[src/core/pwr_acs_map.vh]
// Register offsets, field positions and reset values of the capability block.
`ifndef PWR_ACS_MAP_VH
`define PWR_ACS_MAP_VH
`define OFS_PB_HDR 12'h20C
`define OFS_PB_SEL 12'h210
`define OFS_PB_DATA 12'h214
`define OFS_PB_ALLOC 12'h218
`define OFS_AC_HDR 12'h220
`define OFS_AC_CTL 12'h224
`define OFS_EGRESS 12'h228
`define PB_CAP_ID 16'h0004
`define CAP_VER 4'h1
`define PB_NEXT_UP 12'h230
`define PB_NEXT_DN 12'h220
`define AC_CAP_ID 16'h000D
`define AC_NEXT 12'h000
`define SEL_D0_MAX 8'h00
`define SEL_D0_SUST 8'h01
`define SEL_RESET 8'h00
`define BASE_PWR_RESET 8'h04
`define DATA_SCALE_RESET 2'h0
`define SUBSTATE_RESET 3'h0
`define STATE_RESET 2'h0
`define TYPE_RESET 3'h7
`define RAIL_RESET 3'h2
`define ALLOC_RESET 1'h0
`define AC_CAPS 7'h7F
`define EGRESS_SIZE 8'h08
`define AC_EN_RESET 7'h00
`define EGRESS_RESET 8'h00
`define AC_EN_LSB 16
`define AC_SIZE_LSB 8
`endif

[src/core/power_budget_acs_cap_regs.v]
// Power budgeting and access-control capability registers behind APB.
//
// Operation
// RQ1: Power header reads identifier 0004h and version 1h, read-only.
// RQ2: Power header next pointer is 230h upstream, 220h downstream.
// RQ3: Eight-bit index, reset 00h; 00h D0 maximum, 01h D0 sustained.
// RQ4: Any other index returns an all-zero power record.
// RQ5: Base power bits 7:0 reset 04h watts, may come from EEPROM.
// RQ6: Scale, substate and state fields read zero.
// RQ7: Type field reads 111b, power rail field reads 010b.
// RQ8: System allocated flag in bit 0 resets 0b, EEPROM may set it.
// RQ9: Downstream only: access header 000Dh, version 1h, next 000h.
// RQ10: Access capability bits 0 to 6 read one each.
// RQ11: Egress vector size field in bits 15:8 reads 08h.
// RQ12: Enables in bits 16 to 22 are read-write and reset zero.
// RQ13: Egress blocking vector bits 7:0, read-write, reset 00h.
// RQ14: Reserved bits read zero and ignore writes.
//
// Register access over APB is this design's own decision.
`timescale 1ns/1ps
module power_budget_acs_cap_regs #(
    parameter IS_UPSTREAM = 0
) (
    // Clock and reset.
    input wire ref_clk,
    input wire rstn,
    // APB slave.
    input wire psel,
    input wire penable,
    input wire pwrite,
    input wire [11:0] paddr,
    input wire [31:0] pwdata,
    input wire [3:0] pstrb,
    output reg [31:0] prdata,
    output reg pready,
    output reg pslverr,
    // EEPROM autoload values.
    input wire load_valid,
    input wire [7:0] load_base_power,
    input wire load_alloc,
    // Access-control state toward the routing logic.
    output reg [6:0] acs_enable,
    output reg [7:0] egress_block
);
`include "pwr_acs_map.vh"
    ////////////////////////////////////////////////////////////////////////
    // Field widths of the writable registers.
    localparam SEL_W = 8;
    localparam EGR_W = 8;
    localparam ACS_W = 7;

    ////////////////////////////////////////////////////////////////////////
    // Writable and autoloaded state.
    reg [SEL_W-1:0] record_sel;
    reg [SEL_W-1:0] next_record_sel;
    reg [7:0] base_power;
    reg [7:0] next_base_power;
    reg alloc_flag;
    reg next_alloc_flag;
    wire [EGR_W-1:0] next_egress_block;
    wire [ACS_W-1:0] next_acs_enable;
    wire [31:0] record_word;

    ////////////////////////////////////////////////////////////////////////
    // Bus decode and response.
    reg [31:0] rd;
    reg hit;
    reg next_pready;
    reg next_pslverr;
    reg [31:0] next_prdata;
    wire setup_phase;
    wire access_phase;
    wire wr_commit;
    wire sel_wr;
    wire egress_wr;
    wire acs_wr;
    wire ds;
    wire [11:0] pb_next;
    wire sel_hit;
    wire egress_hit;
    wire acs_hit;

    ////////////////////////////////////////////////////////////////////////
    // A write commits at the edge where pready is seen high.
    assign setup_phase = psel & ~penable;
    assign access_phase = psel & penable & pready;
    assign wr_commit = access_phase & pwrite & hit;
    assign sel_hit = (paddr == `OFS_PB_SEL);
    assign egress_hit = (paddr == `OFS_EGRESS);
    assign acs_hit = (paddr == `OFS_AC_CTL);
    assign sel_wr = wr_commit & sel_hit & pstrb[0]; // [RQ3]
    assign egress_wr = wr_commit & egress_hit & pstrb[0]; // [RQ13]
    assign acs_wr = wr_commit & acs_hit & pstrb[2]; // [RQ12]

    ////////////////////////////////////////////////////////////////////////
    // Port role decides the pointer and the presence of access control.
    assign ds = (IS_UPSTREAM == 0);
    assign pb_next = ds ? `PB_NEXT_DN : `PB_NEXT_UP; // [RQ2]

    ////////////////////////////////////////////////////////////////////////
    // Power record lookup.
    pwr_record_mux u_mux (
        .record_sel(record_sel),
        .base_power(base_power),
        .record_word(record_word)
    );

    ////////////////////////////////////////////////////////////////////////
    // Power budgeting header.
    wire [31:0] pb_hdr_word;
    assign pb_hdr_word[15:0] = `PB_CAP_ID; // [RQ1]
    assign pb_hdr_word[19:16] = `CAP_VER; // [RQ1]
    assign pb_hdr_word[31:20] = pb_next; // [RQ2]

    ////////////////////////////////////////////////////////////////////////
    // Record index word.
    wire [31:0] pb_sel_word;
    assign pb_sel_word[SEL_W-1:0] = record_sel; // [RQ3]
    assign pb_sel_word[31:SEL_W] = 24'h000000; // [RQ14]

    ////////////////////////////////////////////////////////////////////////
    // Power record word.
    wire [31:0] pb_data_word;
    assign pb_data_word = record_word; // [RQ4]

    ////////////////////////////////////////////////////////////////////////
    // System allocation word.
    wire [31:0] pb_alloc_word;
    assign pb_alloc_word[0] = alloc_flag; // [RQ8]
    assign pb_alloc_word[31:1] = 31'h00000000; // [RQ14]

    ////////////////////////////////////////////////////////////////////////
    // Access-control header.
    wire [31:0] ac_hdr_word;
    assign ac_hdr_word[15:0] = `AC_CAP_ID; // [RQ9]
    assign ac_hdr_word[19:16] = `CAP_VER; // [RQ9]
    assign ac_hdr_word[31:20] = `AC_NEXT; // [RQ9]

    ////////////////////////////////////////////////////////////////////////
    // Access-control capability and control word.
    wire [31:0] ac_ctl_word;
    assign ac_ctl_word[6:0] = `AC_CAPS; // [RQ10]
    assign ac_ctl_word[7] = 1'b0; // [RQ14]
    assign ac_ctl_word[15:8] = `EGRESS_SIZE; // [RQ11]
    assign ac_ctl_word[22:16] = acs_enable; // [RQ12]
    assign ac_ctl_word[31:23] = 9'h000; // [RQ14]

    ////////////////////////////////////////////////////////////////////////
    // Egress blocking word.
    wire [31:0] egress_word;
    assign egress_word[EGR_W-1:0] = egress_block; // [RQ13]
    assign egress_word[31:EGR_W] = 24'h000000; // [RQ14]

    ////////////////////////////////////////////////////////////////////////
    // Address table; the top three entries exist on downstream ports only.
    localparam NUM_REGS = 7;
    localparam [NUM_REGS*12-1:0] REG_OFS = {
        `OFS_EGRESS,
        `OFS_AC_CTL,
        `OFS_AC_HDR,
        `OFS_PB_ALLOC,
        `OFS_PB_DATA,
        `OFS_PB_SEL,
        `OFS_PB_HDR
    };
    localparam [NUM_REGS-1:0] DS_ONLY = 7'h70;
    wire [NUM_REGS*32-1:0] reg_words;
    wire [NUM_REGS-1:0] reg_live;
    wire [NUM_REGS*32-1:0] rd_chain;
    assign reg_words = {
        egress_word,
        ac_ctl_word,
        ac_hdr_word,
        pb_alloc_word,
        pb_data_word,
        pb_sel_word,
        pb_hdr_word
    };

    ////////////////////////////////////////////////////////////////////////
    // Each entry matches its offset; the read word is an AND-OR chain.
    genvar ri;
    generate
        for (ri = 0; ri < NUM_REGS; ri = ri + 1) begin : g_decode
            assign reg_live[ri] = (paddr == REG_OFS[ri*12 +: 12]) &
                (ds | ~DS_ONLY[ri]); // [RQ9]
            if (ri == 0) begin : g_first
                assign rd_chain[31:0] = reg_words[31:0] &
                    {32{reg_live[0]}};
            end else begin : g_next
                assign rd_chain[ri*32 +: 32] = rd_chain[(ri-1)*32 +: 32] |
                    (reg_words[ri*32 +: 32] & {32{reg_live[ri]}});
            end
        end
    endgenerate

    ////////////////////////////////////////////////////////////////////////
    // Final read word and the mapped-address flag.
    always @* begin
        rd = rd_chain[NUM_REGS*32-1 -: 32];
        hit = |reg_live; // [RQ14]
    end

    ////////////////////////////////////////////////////////////////////////
    // Transfer sequencer: one answer cycle follows every setup cycle.
    localparam ST_IDLE = 1'b0;
    localparam ST_ANSWER = 1'b1;
    reg state;
    reg next_state;

    ////////////////////////////////////////////////////////////////////////
    // Next response and sequencer state.
    always @* begin
        next_state = state;
        next_pready = 1'b0;
        next_pslverr = 1'b0;
        next_prdata = prdata;
        case (state)
            ST_IDLE: begin
                if (setup_phase) begin
                    next_state = ST_ANSWER;
                    next_pready = 1'b1;
                    next_pslverr = ~hit; // [RQ14]
                    if (pwrite) begin
                        next_prdata = 32'h0000_0000;
                    end else begin
                        next_prdata = rd;
                    end
                end
            end
            ST_ANSWER: begin
                next_state = ST_IDLE;
            end
            default: begin
                next_state = ST_IDLE;
            end
        endcase
    end

    ////////////////////////////////////////////////////////////////////////
    // Record index; only the low byte lane carries it.
    always @* begin
        next_record_sel = record_sel;
        if (sel_wr) begin
            next_record_sel = pwdata[SEL_W-1:0]; // [RQ3]
        end
    end

    ////////////////////////////////////////////////////////////////////////
    // Per-bit next value of the egress vector.
    genvar gi;
    generate
        for (gi = 0; gi < EGR_W; gi = gi + 1) begin : g_egress
            assign next_egress_block[gi] = egress_wr ?
                pwdata[gi] : egress_block[gi]; // [RQ13]
        end
    endgenerate

    ////////////////////////////////////////////////////////////////////////
    // Per-bit next value of the access-control enables.
    genvar ei;
    generate
        for (ei = 0; ei < ACS_W; ei = ei + 1) begin : g_enable
            assign next_acs_enable[ei] = acs_wr ?
                pwdata[`AC_EN_LSB+ei] : acs_enable[ei]; // [RQ12]
        end
    endgenerate

    ////////////////////////////////////////////////////////////////////////
    // Autoload values replace the power defaults.
    always @* begin
        next_base_power = base_power;
        next_alloc_flag = alloc_flag;
        if (load_valid) begin
            next_base_power = load_base_power; // [RQ5]
            next_alloc_flag = load_alloc; // [RQ8]
        end
    end

    ////////////////////////////////////////////////////////////////////////
    // Bus response registers.
    always @(posedge ref_clk or negedge rstn) begin
        if (!rstn) begin
            state <= ST_IDLE;
            prdata <= 32'h0000_0000;
            pready <= 1'b0;
            pslverr <= 1'b0;
        end else begin
            state <= next_state;
            prdata <= next_prdata;
            pready <= next_pready;
            pslverr <= next_pslverr;
        end
    end

    ////////////////////////////////////////////////////////////////////////
    // Record index register.
    always @(posedge ref_clk or negedge rstn) begin
        if (!rstn) begin
            record_sel <= `SEL_RESET; // [RQ3]
        end else begin
            record_sel <= next_record_sel;
        end
    end

    ////////////////////////////////////////////////////////////////////////
    // Egress blocking register.
    always @(posedge ref_clk or negedge rstn) begin
        if (!rstn) begin
            egress_block <= `EGRESS_RESET; // [RQ13]
        end else begin
            egress_block <= next_egress_block;
        end
    end

    ////////////////////////////////////////////////////////////////////////
    // Access-control enable register.
    always @(posedge ref_clk or negedge rstn) begin
        if (!rstn) begin
            acs_enable <= `AC_EN_RESET; // [RQ12]
        end else begin
            acs_enable <= next_acs_enable;
        end
    end

    ////////////////////////////////////////////////////////////////////////
    // Autoloaded base power.
    always @(posedge ref_clk or negedge rstn) begin
        if (!rstn) begin
            base_power <= `BASE_PWR_RESET; // [RQ5]
        end else begin
            base_power <= next_base_power;
        end
    end

    ////////////////////////////////////////////////////////////////////////
    // Autoloaded system allocation flag.
    always @(posedge ref_clk or negedge rstn) begin
        if (!rstn) begin
            alloc_flag <= `ALLOC_RESET; // [RQ8]
        end else begin
            alloc_flag <= next_alloc_flag;
        end
    end
endmodule

[src/core/pwr_record_mux.v]
// Power record lookup selected by the software index.
`timescale 1ns/1ps
module pwr_record_mux (
    // Index and record fields.
    input wire [7:0] record_sel,
    input wire [7:0] base_power,
    // Assembled data word.
    output reg [31:0] record_word
);
`include "pwr_acs_map.vh"
    always @* begin
        record_word = 32'h0000_0000;
        if (record_sel == `SEL_D0_MAX || record_sel == `SEL_D0_SUST) begin // [RQ3]
            record_word = {11'h000, `RAIL_RESET, `TYPE_RESET, `STATE_RESET,
                `SUBSTATE_RESET, `DATA_SCALE_RESET, base_power}; // [RQ5] [RQ6] [RQ7]
        end
        // Any other index keeps the zero word. [RQ4]
    end
endmodule

[config.mk]
export PLATFORM = sky130hd
export DESIGN_NAME = power_budget_acs_cap_regs
export DESIGN_NICKNAME = d
export VERILOG_FILES = /design/src/core/power_budget_acs_cap_regs.v /design/src/core/pwr_record_mux.v
export VERILOG_INCLUDE_DIRS = /design/src /design/src/core
export SDC_FILE = /design/constraint.sdc
export NUM_CORES = 1
export LEC_CHECK = 0
export BUFFER_PORTS_ARGS = -buffer_cell sky130_fd_sc_hd__buf_4
export CAP_MARGIN = 20
export CORE_MARGIN = 1
export CORE_UTILIZATION = 47
export DETAILED_ROUTE_END_ITERATION = 16
export GPL_TIMING_DRIVEN = 0
export PLACE_DENSITY = 0.8
export SYNTH_ARGS = -nofsm -noshare
export SYNTH_HDL_FRONTEND = slang
export SYNTH_SLANG_ARGS = --single-unit
[constraint.sdc]
create_clock -name ref_clk -period 2.55 [get_ports ref_clk]
set_clock_uncertainty 0.15 [all_clocks]
set_input_delay 0.255 -clock ref_clk [delete_from_list [all_inputs] [get_ports ref_clk]]
set_output_delay 0.255 -clock ref_clk [all_outputs]
set_load 0.02 [all_outputs]
==> summary.md <==
| Metric | Value |
|---|---|
| # diodes | 0 |
| DRT Pass-1 Iters | 4 |
| Initial antenna violation count | 0 |
| Fraction of registers with async set or reset after synthesis | 1.00 |
| Slowest CP cell | nor4b_1 |
| Reg-to-reg startpoint | pready$_DFF_PN0_ |
| Post-Place Cells | 373 |
| R2r setup slk | 0.29 ns |
| Largest family of logic cells by synthesized area | simple AND/OR/NAND/NOR gates |
| Static Leak | 1.75 nW |
| Number of global-route vias before repair | 1982 |
| Remaining Overflow, GRT | 0 |
| Number of synthesized flops with an enable pin | 0 |
| Core ar. | 5140 µm² |
| Final min period | 2.26 ns |
| Least-Margin Pin Slew | 0.878 ns |
| Fmax | 0.443 GHz |
| Worst path buffer plus inverter count | 0 |
| Post-synthesis mux area share | 0.146 |
| Syn_area_per_cell | 11.8 µm² |
| Clk_lat worst skew | 0.31 ns |
| Post-Synth Simple-Gate Area | 0.161 |
| Cell mode on critical path | nand3_1 |
| GPL Wtd Cong | 0.868 |
| Detail Route Antenna Nets | 0 |
| Crit end category | flip-flop |
| Port Buffer Count | 76 |
| Main flop type after synthesis | dfrtp_1 |
| Worst hold endpoint | acs_enable[4]$_DFFE_PN0P_ |
| Routed WL | 6080 µm |
| Wire per inst | 15.9 µm |
| Ys Warns | 0 |
| Largest delay contributor family on the critical path | simple AND/OR/NAND/NOR gates |
| Post-synth cell types | 47 |
| Top-count cell post-synth | dfrtp_1 |
| Clk slew on worst S/H paths | 0.10 ns |
| Crit path max fanout | 6 |
| Part of the cycle the worst path needs | 0.885 |
| Number of clock sinks | 52 |
| Layout Utilization | 0.651 |
| Setup CP Type | flip-flop to flip-flop |
| CTS buffer count | 5 |
| # nets final | 374 |
| Place WS | 0.140 ns |
| Max Cap Viol | 0 |
| Synthesized area | 2540 µm² |
| Setup TNS Final | 0 ns |
| WHS Path Cells | 2 |
| Critical path cell sequence | nor4b_2 > nor4b_1 > nand3_1 > nand3_1 |
| CP Launch Type | flip-flop |
| Commonest cells post-synth | dfrtp_1 (51), mux2_2 (32), buf_4 (16), nand2_1 (13), nand3_1 (12) |
| Largest net degree at the start of global routing | 53 |
| Final Hold Fails | 0 |
| Hold Slack | 0.0186 ns |
| Relative slew slack | 0.406 |
| Min-Delay Startpoint | pwdata[20] |
| Initial Util | 0.494 |
| Postcts setup bufs | 0 |
| R2R cell count | 4 |
| Compound-cell area share of the yosys netlist | 0.103 |
| Final setup fails | 0 |
| Top cell type's share of synthesized area | 0.503 |
| Ranking of synthesized cells by area | dfrtp_1 (50%), mux2_2 (14%), buf_4 (4.7%) |
| Routed vias/inst | 5.35 |
| Die area | 5700 µm² |
| Vias | 2044 |
| CTS tree | yes |
| Cells after Synth | 215 |
| P per Cell Area | 466 nW/µm² |
| Fin area | 3340 µm² |
| Post-DP Area | 3240 µm² |
| Arr. time, crit path | 2.36 ns |
| Non-filler cells, final | 382 |
| R2r endpoint | prdata[3]$_DFFE_PN0P_ |
| All-Layer GR Usage | 0.229 |
| Crit path required time | 2.65 ns |
| Unrepaired setup endpoints after global routing | no |
| Final Power | 1.56 mW |
| Synth Register Bits | 52 |
| Die width | 75.5 µm |
| Synth Area in XOR/XNOR | 0.00345 |
| Final Worst Setup Slack | 0.294 ns |
| Num rows | 26 |
| First-pass GRT wire length | 9550 µm |
| Status | completed |
| Largest area contributor in the netlist | dfrtp_1 |
| Drt drc | 0 |
| Worst Hold Class | primary input to flip-flop |
| IO Pins | 112 |
| Synthesis-to-layout area growth | 31.7% |
| Peak VDD IR | 328 µV |
| Final HPWL DP | 4560 µm |
| Sequential area share after synthesis | 0.513 |
| H-tree levels | 2 |
| Number of DRC markers in iteration 0 | 117 |
| Post-Synth Adder-Cell Area | 0 |
| Max incr delay on CP | 0.78 ns |
| Chip height | 75.5 µm |
| Fraction of layout cells with a size suffix above 1 | 0.458 |
| Fin. max-slew vios | 0 |
| Number of buffers on the longest clock path | 2 |
| Clock root buffer | clkbuf_8 |
-- routing by layer --
layer  vias to the layer above  GRT usage  wire [µm]
met4                         0     0.0988        178
met5                         -          0          0
li1                        953          -          -
met2                        81      0.376       2980
met3                        15     0.0397        336
met1                       995      0.301       2590
-- sequential cells by signal, summed over array words and instances (netlist names) --
signal        cells
record_sel        8
alloc_flag        1
pready            1
base_power        8
pslverr           1
acs_enable        7
egress_block      8
prdata           18
-- cell type report --
class / instances / area, µm²
fillers: 441 / 1800
flip-flops and latches: 52 / 1300
multi-input cells: 147 / 1100
repair buffers: 77 / 581
plain buffers: 26 / 175
well taps: 70 / 87.6
clock buffers: 6 / 72.6
clock inverters: 2 / 13.8
inverters: 2 / 7.51
-- worst max-delay path by stage --
stage	start	to	cells past startpoint
final	pready$_DFF_PN0_	prdata[3]$_DFFE_PN0P_	4
after global routing	pready$_DFF_PN0_	prdata[3]$_DFFE_PN0P_	4
after CTS	pready$_DFF_PN0_	prdata[3]$_DFFE_PN0P_	4
after detailed placement	pready$_DFF_PN0_	prdata[19]$_DFFE_PN0P_	4
after global placement	pready$_DFF_PN0_	prdata[3]$_DFFE_PN0P_	4
after floorplan	paddr[7]	egress_block[0]$_DFFE_PN0P_	5
-- cells in the final DEF, fill, tap and decap left out, drive strengths merged, types with 2 or more instances in the layout --
cell type and instances:
nor4b 4, a32o 2, nand4 3, conb 13, nor2b 3, clkbuf 13
a21o 5, mux2 32, and4bb 2, nand3 12, and3 4, nor2 5
and4 3, and2 2, dfrtp 51, o211ai 2, nor3b 2, nor3 2
a22o 4, buf 95, a221oi 5, nor4 2, o21ai 2, inv 3
a21oi 9, nand2b 2, nand2 13
-- timing repair --
| action | CTS | global route |
|---|---|---|
| hold endpoints to repair | 51 | 0 |
| hold buffers | 1 | 0 |
| resized for setup | 0 | 1 |
| endpoints found under the setup margin | 0 | 5 |
-- power breakdown --
group,internal [mW],switching [mW]
clock network,0.196,0.278
logic,0.104,0.115
registers,0.849,0.0147
total,1.15,0.407
-- logic make-up (layout without fill, tap and decap cells) --
kind of cell / count (synthesis) / in the layout
and+or+nand+nor: 64 / 64
DFF: 52 / 52
AOI/OAI and AO/OA: 36 / 36
muxes: 33 / 33
buffers and inverters: 28 / 113
other: 1 / 13
xor gates and xnor gates: 1 / 1
Note: power is estimated with default switching activity, not from simulation.
